<file path="src/logic/fsr_pkg.sv">
// fault status recorder package: offsets, bit positions, widths
package fsr_pkg;
  localparam int unsigned FSR_AW = 8;
  localparam int unsigned FSR_DW = 32;
  localparam logic [FSR_AW-1:0] FSR_CFG_OFS = 8'h14;
  localparam logic [FSR_AW-1:0] FSR_CFSR_OFS = 8'h28;
  localparam logic [FSR_AW-1:0] FSR_HFSR_OFS = 8'h2c;
  localparam logic [FSR_AW-1:0] FSR_MMFAR_OFS = 8'h34;
  localparam logic [FSR_AW-1:0] FSR_BUS_FAULT_ADDRESS_REG_OFS = 8'h38;
  localparam logic [FSR_DW-1:0] FSR_ZERO = 32'h0000_0000;
  // cfsr bit positions
  localparam int unsigned B_MISALIGN = 24;
  localparam int unsigned B_NO_COPROCESSOR_FLAG = 19;
  localparam int unsigned B_BADPC = 18;
  localparam int unsigned B_BADSTATE = 17;
  localparam int unsigned B_UNDEC = 16;
  localparam int unsigned B_BAVALID = 15;
  localparam int unsigned B_STKBUS = 12;
  localparam int unsigned B_UNSTKBUS = 11;
  localparam int unsigned B_ASYNC = 10;
  localparam int unsigned B_SYNC = 9;
  localparam int unsigned B_FETCHBUS = 8;
  localparam int unsigned B_MAVALID = 7;
  localparam int unsigned B_STKVIOL = 4;
  localparam int unsigned B_UNSTKVIOL = 3;
  localparam int unsigned B_DVIOL = 1;
  localparam int unsigned B_FVIOL = 0;
  // hfsr bit positions
  localparam int unsigned B_DBG = 31;
  localparam int unsigned B_FORCED = 30;
  localparam int unsigned B_VECT = 1;
  // config register: misalign trap enable
  localparam int unsigned B_TRAP_EN = 3;
  localparam logic [FSR_DW-1:0] CFSR_MASK = 32'h010f_9f9b;
  localparam logic [FSR_DW-1:0] HFSR_MASK = 32'hc000_0002;
  typedef enum logic [1:0] {
    FSR_SRC_NONE = 2'b00,
    FSR_SRC_BUS = 2'b01,
    FSR_SRC_MEM = 2'b10
  } fsr_addr_src_e;
endpackage : fsr_pkg

</file>
<file path="src/logic/fsr_w1c_bank.sv">
// sticky flag bank: hardware set wins over software write-one clear
`timescale 1ns/1ps
module fsr_w1c_bank #(
  parameter int unsigned WIDTH = 32,
  parameter logic [WIDTH-1:0] MASK = '1
) (
  input wire logic mclk_i,
  input wire logic rst_b_i,
  input wire logic [WIDTH-1:0] set_i,
  input wire logic [WIDTH-1:0] clr_i,
  output logic [WIDTH-1:0] flags_o
);
  logic [WIDTH-1:0] flags_r;
  logic [WIDTH-1:0] flags_nxt;

  initial begin
    if (WIDTH < 1) $error("fsr_w1c_bank: WIDTH must be at least 1");
  end

  always_comb begin
    // flags hold until cleared; a set in the clear cycle survives
    flags_nxt = ((flags_r & ~clr_i) | set_i) & MASK;
  end

  always_ff @(posedge mclk_i) begin
    if (!rst_b_i) begin
      flags_r <= '0;
    end else begin
      flags_r <= flags_nxt;
    end
  end

  assign flags_o = flags_r;
endmodule : fsr_w1c_bank

</file>
<file path="src/logic/fsr_recorder.sv">
// fault status recorder: cause flags, hard fault status and fault addresses
`timescale 1ns/1ps
module fsr_recorder #(
  parameter int unsigned AW = fsr_pkg::FSR_AW
) (
  input wire logic mclk_i,
  input wire logic rst_b_i,
  // register port
  input wire logic [AW-1:0] reg_addr_i,
  input wire logic [fsr_pkg::FSR_DW-1:0] reg_wdata_i,
  input wire logic [3:0] reg_be_i,
  input wire logic reg_wr_i,
  input wire logic reg_rd_i,
  output logic [fsr_pkg::FSR_DW-1:0] reg_rdata_o,
  // fault events from the core, one-cycle pulses
  input wire logic ev_misalign_i,
  input wire logic ev_misalign_multi_i,
  input wire logic ev_coproc_i,
  input wire logic ev_bad_pc_load_i,
  input wire logic ev_bad_state_i,
  input wire logic ev_bad_state_undef_i,
  input wire logic ev_undecodable_i,
  input wire logic ev_stack_bus_err_i,
  input wire logic ev_unstack_bus_err_i,
  input wire logic ev_async_bus_err_i,
  input wire logic ev_sync_bus_err_i,
  input wire logic ev_fetch_bus_err_i,
  input wire logic ev_fetch_issue_i,
  input wire logic ev_stack_viol_i,
  input wire logic ev_unstack_viol_i,
  input wire logic ev_data_viol_i,
  input wire logic ev_xn_fetch_i,
  input wire logic ev_escalated_i,
  input wire logic ev_vector_bus_err_i,
  input wire logic [fsr_pkg::FSR_DW-1:0] fault_addr_i,
  input wire logic [fsr_pkg::FSR_DW-1:0] fault_pc_i,
  // outputs toward the exception logic
  output logic usage_fault_o,
  output logic sp_adjust_o,
  output logic [fsr_pkg::FSR_DW-1:0] stacked_pc_o,
  output logic misalign_trap_enable_o
);
  import fsr_pkg::*;

  initial begin
    if (AW < 6) $error("fsr_recorder: AW too small for register map");
  end

  function automatic logic [FSR_DW-1:0] bit_at(input int unsigned pos, input logic v);
    logic [FSR_DW-1:0] m;
    m = FSR_ZERO;
    m[pos] = v;
    return m;
  endfunction : bit_at

  function automatic logic [FSR_DW-1:0] lane_mask(input logic [3:0] be);
    return {{8{be[3]}}, {8{be[2]}}, {8{be[1]}}, {8{be[0]}}};
  endfunction : lane_mask

  function automatic logic flag_ok(input logic [FSR_DW-1:0] mask, input int unsigned pos);
    return (pos < FSR_DW) && mask[pos];
  endfunction : flag_ok

  function automatic logic ofs_ok(input logic [FSR_AW-1:0] ofs);
    // word aligned, and no bit above the address port's width
    return (ofs[1:0] == 2'h0) && ((AW >= FSR_AW) || ((ofs >> AW) == '0));
  endfunction : ofs_ok

  // a flag outside its bank's mask would be dropped without a trace, so refuse such a map
  initial begin
    if (!flag_ok(CFSR_MASK, B_MISALIGN)) $error("fsr_recorder: cfsr flag outside mask");
    if (!flag_ok(CFSR_MASK, B_NO_COPROCESSOR_FLAG)) $error("fsr_recorder: cfsr flag outside mask");
    if (!flag_ok(CFSR_MASK, B_BADPC)) $error("fsr_recorder: cfsr flag outside mask");
    if (!flag_ok(CFSR_MASK, B_BADSTATE)) $error("fsr_recorder: cfsr flag outside mask");
    if (!flag_ok(CFSR_MASK, B_UNDEC)) $error("fsr_recorder: cfsr flag outside mask");
    if (!flag_ok(CFSR_MASK, B_BAVALID)) $error("fsr_recorder: cfsr flag outside mask");
    if (!flag_ok(CFSR_MASK, B_STKBUS)) $error("fsr_recorder: cfsr flag outside mask");
    if (!flag_ok(CFSR_MASK, B_UNSTKBUS)) $error("fsr_recorder: cfsr flag outside mask");
    if (!flag_ok(CFSR_MASK, B_ASYNC)) $error("fsr_recorder: cfsr flag outside mask");
    if (!flag_ok(CFSR_MASK, B_SYNC)) $error("fsr_recorder: cfsr flag outside mask");
    if (!flag_ok(CFSR_MASK, B_FETCHBUS)) $error("fsr_recorder: cfsr flag outside mask");
    if (!flag_ok(CFSR_MASK, B_MAVALID)) $error("fsr_recorder: cfsr flag outside mask");
    if (!flag_ok(CFSR_MASK, B_STKVIOL)) $error("fsr_recorder: cfsr flag outside mask");
    if (!flag_ok(CFSR_MASK, B_UNSTKVIOL)) $error("fsr_recorder: cfsr flag outside mask");
    if (!flag_ok(CFSR_MASK, B_DVIOL)) $error("fsr_recorder: cfsr flag outside mask");
    if (!flag_ok(CFSR_MASK, B_FVIOL)) $error("fsr_recorder: cfsr flag outside mask");
    if (!flag_ok(HFSR_MASK, B_DBG)) $error("fsr_recorder: hfsr flag outside mask");
    if (!flag_ok(HFSR_MASK, B_FORCED)) $error("fsr_recorder: hfsr flag outside mask");
    if (!flag_ok(HFSR_MASK, B_VECT)) $error("fsr_recorder: hfsr flag outside mask");
    // the usage causes are read as one contiguous slice
    if (B_MISALIGN < B_UNDEC) $error("fsr_recorder: usage flags out of order");
    // the trap enable is written through byte lane 0 only
    if (B_TRAP_EN >= FSR_DW / $bits(reg_be_i)) $error("fsr_recorder: trap enable not in lane 0");
    if (!ofs_ok(FSR_CFG_OFS)) $error("fsr_recorder: config offset unreachable");
    if (!ofs_ok(FSR_CFSR_OFS)) $error("fsr_recorder: cfsr offset unreachable");
    if (!ofs_ok(FSR_HFSR_OFS)) $error("fsr_recorder: hfsr offset unreachable");
    if (!ofs_ok(FSR_MMFAR_OFS)) $error("fsr_recorder: mmfar offset unreachable");
    if (!ofs_ok(FSR_BUS_FAULT_ADDRESS_REG_OFS)) $error("fsr_recorder: bus_fault_address_reg offset unreachable");
    // two registers on one offset would make the read mux ambiguous
    if (FSR_CFG_OFS == FSR_CFSR_OFS || FSR_CFG_OFS == FSR_HFSR_OFS ||
        FSR_CFG_OFS == FSR_MMFAR_OFS || FSR_CFG_OFS == FSR_BUS_FAULT_ADDRESS_REG_OFS ||
        FSR_CFSR_OFS == FSR_HFSR_OFS || FSR_CFSR_OFS == FSR_MMFAR_OFS ||
        FSR_CFSR_OFS == FSR_BUS_FAULT_ADDRESS_REG_OFS || FSR_HFSR_OFS == FSR_MMFAR_OFS ||
        FSR_HFSR_OFS == FSR_BUS_FAULT_ADDRESS_REG_OFS || FSR_MMFAR_OFS == FSR_BUS_FAULT_ADDRESS_REG_OFS) begin
      $error("fsr_recorder: two registers share an offset");
    end
  end

  // decode
  // reads always return the whole word; byte enables only steer writes
  logic wr_cfg;
  logic wr_cfsr;
  logic wr_hfsr;
  logic wr_mmfar;
  logic wr_bus_fault_address_reg;
  logic [FSR_DW-1:0] wmask;
  assign wmask = lane_mask(reg_be_i);
  assign wr_cfg = reg_wr_i && (reg_addr_i == FSR_CFG_OFS);
  assign wr_cfsr = reg_wr_i && (reg_addr_i == FSR_CFSR_OFS);
  assign wr_hfsr = reg_wr_i && (reg_addr_i == FSR_HFSR_OFS);
  assign wr_mmfar = reg_wr_i && (reg_addr_i == FSR_MMFAR_OFS);
  assign wr_bus_fault_address_reg = reg_wr_i && (reg_addr_i == FSR_BUS_FAULT_ADDRESS_REG_OFS);

  // config state
  logic trap_en_r;
  logic trap_en_nxt;
  always_comb begin
    trap_en_nxt = trap_en_r;
    // only lane 0 carries the enable; the other lanes are ignored
    if (wr_cfg && reg_be_i[0]) begin
      trap_en_nxt = reg_wdata_i[B_TRAP_EN];
    end
  end
  always_ff @(posedge mclk_i) begin
    if (!rst_b_i) begin
      trap_en_r <= 1'b0;
    end else begin
      trap_en_r <= trap_en_nxt;
    end
  end
  assign misalign_trap_enable_o = trap_en_r;

  // cause flags
  logic fetch_bus_set;
  logic bus_addr_set;
  logic mem_addr_set;
  logic bad_state_set;
  logic [FSR_DW-1:0] cfsr_set;
  logic [FSR_DW-1:0] cfsr_clr;
  logic [FSR_DW-1:0] cfsr_q;
  logic [FSR_DW-1:0] hfsr_set;
  logic [FSR_DW-1:0] hfsr_clr;
  logic [FSR_DW-1:0] hfsr_q;

  assign fetch_bus_set = ev_fetch_bus_err_i && ev_fetch_issue_i;
  assign bus_addr_set = ev_sync_bus_err_i;
  assign mem_addr_set = ev_data_viol_i;
  assign bad_state_set = ev_bad_state_i && !ev_bad_state_undef_i;

  always_comb begin
    cfsr_set = FSR_ZERO;
    cfsr_set |= bit_at(B_MISALIGN, (ev_misalign_i && trap_en_r) ||
                       ev_misalign_multi_i);
    cfsr_set |= bit_at(B_NO_COPROCESSOR_FLAG, ev_coproc_i);
    cfsr_set |= bit_at(B_BADPC, ev_bad_pc_load_i);
    cfsr_set |= bit_at(B_BADSTATE, bad_state_set);
    cfsr_set |= bit_at(B_UNDEC, ev_undecodable_i);
    cfsr_set |= bit_at(B_BAVALID, bus_addr_set);
    cfsr_set |= bit_at(B_STKBUS, ev_stack_bus_err_i);
    cfsr_set |= bit_at(B_UNSTKBUS, ev_unstack_bus_err_i);
    cfsr_set |= bit_at(B_ASYNC, ev_async_bus_err_i);
    cfsr_set |= bit_at(B_SYNC, ev_sync_bus_err_i);
    cfsr_set |= bit_at(B_FETCHBUS, fetch_bus_set);
    cfsr_set |= bit_at(B_MAVALID, mem_addr_set);
    cfsr_set |= bit_at(B_STKVIOL, ev_stack_viol_i);
    cfsr_set |= bit_at(B_UNSTKVIOL, ev_unstack_viol_i);
    cfsr_set |= bit_at(B_DVIOL, ev_data_viol_i);
    cfsr_set |= bit_at(B_FVIOL, ev_xn_fetch_i);
    // byte lanes let software reach each sub-field alone
    cfsr_clr = wr_cfsr ? (reg_wdata_i & wmask) : FSR_ZERO;
    // a later memory fault invalidates the bus address
    cfsr_clr |= bit_at(B_BAVALID, mem_addr_set);
  end

  always_comb begin
    hfsr_set = FSR_ZERO;
    hfsr_set |= bit_at(B_FORCED, ev_escalated_i);
    hfsr_set |= bit_at(B_VECT, ev_vector_bus_err_i);
    // write one clears; debug bit is never set here, so a stray 1 is harmless
    hfsr_clr = wr_hfsr ? (reg_wdata_i & wmask) : FSR_ZERO;
  end

  // separate banks keep the two registers' write-one-clear paths apart
  fsr_w1c_bank #(
    .WIDTH(FSR_DW),
    .MASK(CFSR_MASK)
  ) u_cfsr (
    .mclk_i(mclk_i),
    .rst_b_i(rst_b_i),
    .set_i(cfsr_set),
    .clr_i(cfsr_clr),
    .flags_o(cfsr_q)
  );

  fsr_w1c_bank #(
    .WIDTH(FSR_DW),
    .MASK(HFSR_MASK)
  ) u_hfsr (
    .mclk_i(mclk_i),
    .rst_b_i(rst_b_i),
    .set_i(hfsr_set),
    .clr_i(hfsr_clr),
    .flags_o(hfsr_q)
  );

  // fault address registers; reset clears both to zero
  logic [FSR_DW-1:0] bus_fault_address_reg_r;
  logic [FSR_DW-1:0] bus_fault_address_reg_nxt;
  logic [FSR_DW-1:0] mmfar_r;
  logic [FSR_DW-1:0] mmfar_nxt;
  always_comb begin
    bus_fault_address_reg_nxt = bus_fault_address_reg_r;
    mmfar_nxt = mmfar_r;
    if (wr_bus_fault_address_reg) begin
      bus_fault_address_reg_nxt = (bus_fault_address_reg_r & ~wmask) | (reg_wdata_i & wmask);
    end
    if (wr_mmfar) begin
      mmfar_nxt = (mmfar_r & ~wmask) | (reg_wdata_i & wmask);
    end
    // stacking, unstacking, async and fetch faults record no address
    // a capture in the same cycle as a software write wins, so no fault address is lost
    if (ev_sync_bus_err_i) begin
      bus_fault_address_reg_nxt = fault_addr_i;
    end
    if (ev_data_viol_i) begin
      mmfar_nxt = fault_addr_i;
    end
  end
  always_ff @(posedge mclk_i) begin
    if (!rst_b_i) begin
      bus_fault_address_reg_r <= FSR_ZERO;
      mmfar_r <= FSR_ZERO;
    end else begin
      bus_fault_address_reg_r <= bus_fault_address_reg_nxt;
      mmfar_r <= mmfar_nxt;
    end
  end

  // return address to stack: faulting instruction or preempted one as given by core
  logic [FSR_DW-1:0] spc_r;
  logic [FSR_DW-1:0] spc_nxt;
  logic usage_r;
  logic usage_nxt;
  logic spadj_r;
  logic spadj_nxt;
  logic usage_cause;
  logic pc_cause;
  logic stack_cause;
  logic unstack_cause;
  // usage_fault_o and sp_adjust_o are one-cycle pulses for the exception logic
  assign usage_cause = |cfsr_set[B_MISALIGN:B_UNDEC];
  assign pc_cause = usage_cause || ev_sync_bus_err_i || ev_data_viol_i || ev_xn_fetch_i ||
                    ev_vector_bus_err_i;
  assign stack_cause = ev_stack_bus_err_i || ev_stack_viol_i;
  assign unstack_cause = ev_unstack_bus_err_i || ev_unstack_viol_i;
  always_comb begin
    spc_nxt = spc_r;
    if (pc_cause) begin
      spc_nxt = fault_pc_i;
    end
    usage_nxt = usage_cause;
    // sp moves on entry-stacking faults, never on unstacking ones
    // an unstacking fault keeps the old frame, so it overrides a stacking one in that cycle
    spadj_nxt = stack_cause && !unstack_cause;
  end
  always_ff @(posedge mclk_i) begin
    if (!rst_b_i) begin
      spc_r <= FSR_ZERO;
      usage_r <= 1'b0;
      spadj_r <= 1'b0;
    end else begin
      spc_r <= spc_nxt;
      usage_r <= usage_nxt;
      spadj_r <= spadj_nxt;
    end
  end
  assign stacked_pc_o = spc_r;
  assign usage_fault_o = usage_r;
  assign sp_adjust_o = spadj_r;

  // read port: data one cycle after the strobe
  logic [FSR_DW-1:0] rdata_r;
  logic [FSR_DW-1:0] rdata_nxt;
  always_comb begin
    rdata_nxt = FSR_ZERO;
    if (reg_rd_i) begin
      case (reg_addr_i)
        FSR_CFG_OFS: rdata_nxt = bit_at(B_TRAP_EN, trap_en_r);
        FSR_CFSR_OFS: rdata_nxt = cfsr_q;
        FSR_HFSR_OFS: rdata_nxt = hfsr_q;
        FSR_MMFAR_OFS: rdata_nxt = mmfar_r;
        FSR_BUS_FAULT_ADDRESS_REG_OFS: rdata_nxt = bus_fault_address_reg_r;
        default: rdata_nxt = FSR_ZERO;
      endcase
    end
  end
  always_ff @(posedge mclk_i) begin
    if (!rst_b_i) begin
      rdata_r <= FSR_ZERO;
    end else begin
      rdata_r <= rdata_nxt;
    end
  end
  assign reg_rdata_o = rdata_r;
endmodule : fsr_recorder

</file>
<file path="config.mk">
export PLATFORM = sky130hd
export DESIGN_NAME = fsr_recorder
export DESIGN_NICKNAME = d
export VERILOG_FILES = /design/src/logic/fsr_pkg.sv /design/src/logic/fsr_w1c_bank.sv /design/src/logic/fsr_recorder.sv
export SDC_FILE = /design/constraint.sdc
export NUM_CORES = 1
export LEC_CHECK = 0
export ABC_AREA = 1
export BUFFER_PORTS_ARGS = -buffer_cell sky130_fd_sc_hd__clkbuf_2
export CAP_MARGIN = 20
export CORE_MARGIN = 3
export CORE_UTILIZATION = 40
export DETAILED_ROUTE_END_ITERATION = 10
export PLACE_DENSITY = 0.67
export SYNTH_ARGS = -nofsm -noshare
export SYNTH_HDL_FRONTEND = slang
export SYNTH_SLANG_ARGS = --single-unit
</file>
<file path="constraint.sdc">
create_clock -name mclk_i -period 1.2 [get_ports mclk_i]
set_input_delay 0.06 -clock mclk_i [delete_from_list [all_inputs] [get_ports mclk_i]]
set_output_delay 0.06 -clock mclk_i [all_outputs]
set_load 0.01 [all_outputs]
</file>
==> impl_metrics.json <==
{
  "path_class": "register to register",
  "synth_top_family_by_area": "simple AND/OR/NAND/NOR gates",
  "clock_sinks": 150,
  "synth-warning-count": 0,
  "drt_iter0_drc": 492,
  "via_per_inst": 4.755,
  "critPathBufInv": 2,
  "hp-class": "input pin to register",
  "ys_async_sr_fraction": 0,
  "cts_root_buf": "clkbuf_16",
  "grt-ovfl-total": 0,
  "synth-simple-area-share": 0.3408,
  "power_density_nw_per_um2": 1201,
  "fin_ws_ps": -135.8,
  "period_share": 1.113,
  "syn_nets": 1261,
  "start_kind": "register",
  "rsz0062_at_grt": "yes",
  "area_growth_syn_to_layout_pct": 40.21,
  "n_antenna_cell": 0,
  "synth_edf_count": 0,
  "die_w_um": 140.0,
  "start_util": 0.4125,
  "slowest_delay_ps": 320,
  "power.total_w": 0.01210,
  "io_pins": 198,
  "violations": "hold timing, setup timing",
  "rows": 48,
  "grtUsageMet1": 0.3085,
  "wl_mm": 23.17,
  "grt_max_degree": 65,
  "drc_errors": 0,
  "vias": 7883,
  "fin_nets": 1551,
  "avgSynthCellArea_um2": 6.358,
  "final_layout_size_suffix_gt1_frac": 0.2191,
  "antenna_found_initial": 0,
  "grtUsageMet2": 0.3687,
  "fmax_mhz": 748.6,
  "synth_fa_ha_area_frac": 0,
  "busiest_layer": "met2",
  "core_area_um2": 17420,
  "synthDistinctLibCells": 27,
  "crit_slowest_cell": "dfxtp_2",
  "setup_viol": 33,
  "p_leak_nw": 5.112,
  "worst_pin_slew_ps": 433.4,
  "die_area_um2": 19610,
  "synthFlopType": "dfxtp_1",
  "wl_per_cell_um": 13.97,
  "firstDrtPassIters": 5,
  "grt_pass1_vias": 7360,
  "ys_seq_elements": 150,
  "yosysTopAreaCell": "dfxtp_1",
  "critPathMaxFanout": 9,
  "tns_ps": -3447,
  "end_kind": "register",
  "synthMuxAreaShare": 0,
  "holdWs_ps": -5.368,
  "htree_num_levels": 4,
  "clock_skew_ps": 9.576,
  "synth_xor_area_frac": 0,
  "synthCells": 1130,
  "syn_area_um2": 7184,
  "synth_compound_gate_area_share": 0.1165,
  "finalWorstPathRequiredPeriod_ps": 1336,
  "synth_top_area_frac": 0.4180,
  "critPathRequiredTime_ps": 1510,
  "status": "finished, violations left",
  "gp_congestion": 0.8597,
  "finalHoldViolations": 1,
  "grt_pass1_wl_mm": 36.51,
  "numPortBuffers": 197,
  "max_cap_viol_count": 0,
  "relSlewSlack": 0.7084,
  "drv_slew": 0,
  "grtUsageMet3": 0.04438,
  "synth.most_common_cell": "nand2_1",
  "critical_path.top_delay_family": "simple AND/OR/NAND/NOR gates",
  "worstPathCellList": "a21o_4 > nor3_4 > buf_12 > buf_16 > nand3_1 > nand2_1 > nor2_1",
  "track_usage": 0.2291,
  "cts-buffers-inserted": 17,
  "critical_path_arrival_ps": 1640,
  "dieHeight_um": 140.0,
  "synth_common_cells": "289 x nand2_1, 203 x nor2_1, 151 x inv_1",
  "path_clk_slew_ps": 60,
  "clk_path_buf_depth": 2,
  "peakVddDrop_mv": 0.9651,
  "ys_seq_area_frac": 0.4180,
  "ys_top_cells_by_area": "dfxtp_1 42%, nand2_1 15%, nor2_1 11%",
  "tritoncts": "yes",
  "ant_nets": 0,
  "clkLatencyLatePin_ps": 420,
  "hpwlAfterDp_mm": 15.69
}
==> metrics by stage <==
| step | setup slack (ps) | instances | hold WS [ps] | util | instance area (µm²) |
|---|---|---|---|---|---|
| 3_5_place_dp | -243.4 | 1558 | 286.6 | 0.5016 | 8736 |
| 3_3_place_gp | -217.7 | 1558 | 276.1 | 0.5016 | 8736 |
| 6_report | -135.8 | 1658 | -5.368 | 0.5784 | 10070 |
| 4_1_cts | -133.4 | 1654 | -23.87 | 0.5728 | 9977 |
| 5_1_grt | -165.4 | 1658 | 17.15 | 0.5784 | 10070 |
| 2_1_floorplan | -17.95 | 1130 | 138.1 | - | 7206 |
==> power breakdown <==
| group | internal, W | switching (W) |
|---|---|---|
| logic | 0.000738 | 0.000953 |
| registers | 0.00525 | 0.000117 |
| clock network | 0.00287 | 0.00217 |
| total | 0.00885 | 0.00324 |
==> placed cells by master (no fill, tap or decap), drive strengths merged, types with 10 or more instances in the layout <==
| cell type | count |
|---|---|
| clkinv | 10 |
| inv | 155 |
| clkbuf | 217 |
| dlygate4sd3 | 62 |
| nor2 | 206 |
| nand2 | 291 |
| dfxtp | 150 |
| buf | 70 |
| o21ai | 84 |
| nand3 | 102 |
| a21oi | 64 |
==> cell type report <==
cell class / count / area [µm²]
Multi-Input combinational cell: 765 / 3314
Sequential cell: 150 / 3004
Tap cell: 225 / 281.5
Timing Repair Buffer: 331 / 2333
Clock inverter: 14 / 128.9
Inverter: 155 / 581.8
Fill cell: 1663 / 7343
Clock buffer: 18 / 429.2
==> layer usage <==
layer | vias to the layer above | part of all wire | routed length [µm]
met3 | 40 | 0.066 | 1525
li1 | 4074 | - | -
met5 | - | 0 | 0
met2 | 279 | 0.46 | 10600
met4 | 0 | 0.025 | 586
met1 | 3490 | 0.45 | 10460
==> worst min-delay path, delay by kind of cell <==
kind	cells	cell delay, ps
buffers and inverters	1	80
AOI/OAI and AO/OA	2	160
and+or+nand+nor	1	70
==> path summary, 6_finish.rpt <==
check                                 startpoint                             to  slack, ps  cells past startpoint
min                          ev_misalign_multi_i  u_cfsr.flags_o[24]$_SDFF_PN0_         -5                      4
min reg2reg        u_hfsr.flags_o[31]$_SDFF_PN0_  u_hfsr.flags_o[31]$_SDFF_PN0_        430                      2
max reg2reg  misalign_trap_enable_o$_SDFFE_PN0P_   stacked_pc_o[6]$_SDFFE_PN0P_       -140                      7
max          misalign_trap_enable_o$_SDFFE_PN0P_   stacked_pc_o[6]$_SDFFE_PN0P_       -140                      7
==> cells by family after synthesis <==
kind of cell,after synthesis
DFF,150
and+or+nand+nor,604
AOI/OAI and AO/OA,161
buffers and inverters,215
==> timing repair <==
action | CTS | global route
endpoints found under the hold margin | 63 | 0
pin swaps | 1 | 0
gates cloned | 1 | 4
hold buffers | 62 | 0
resized for setup | 3 | 2
setup endpoints to repair | 33 | 33
setup buffers | 1 | 0
Power figures use the tool's default switching activity.
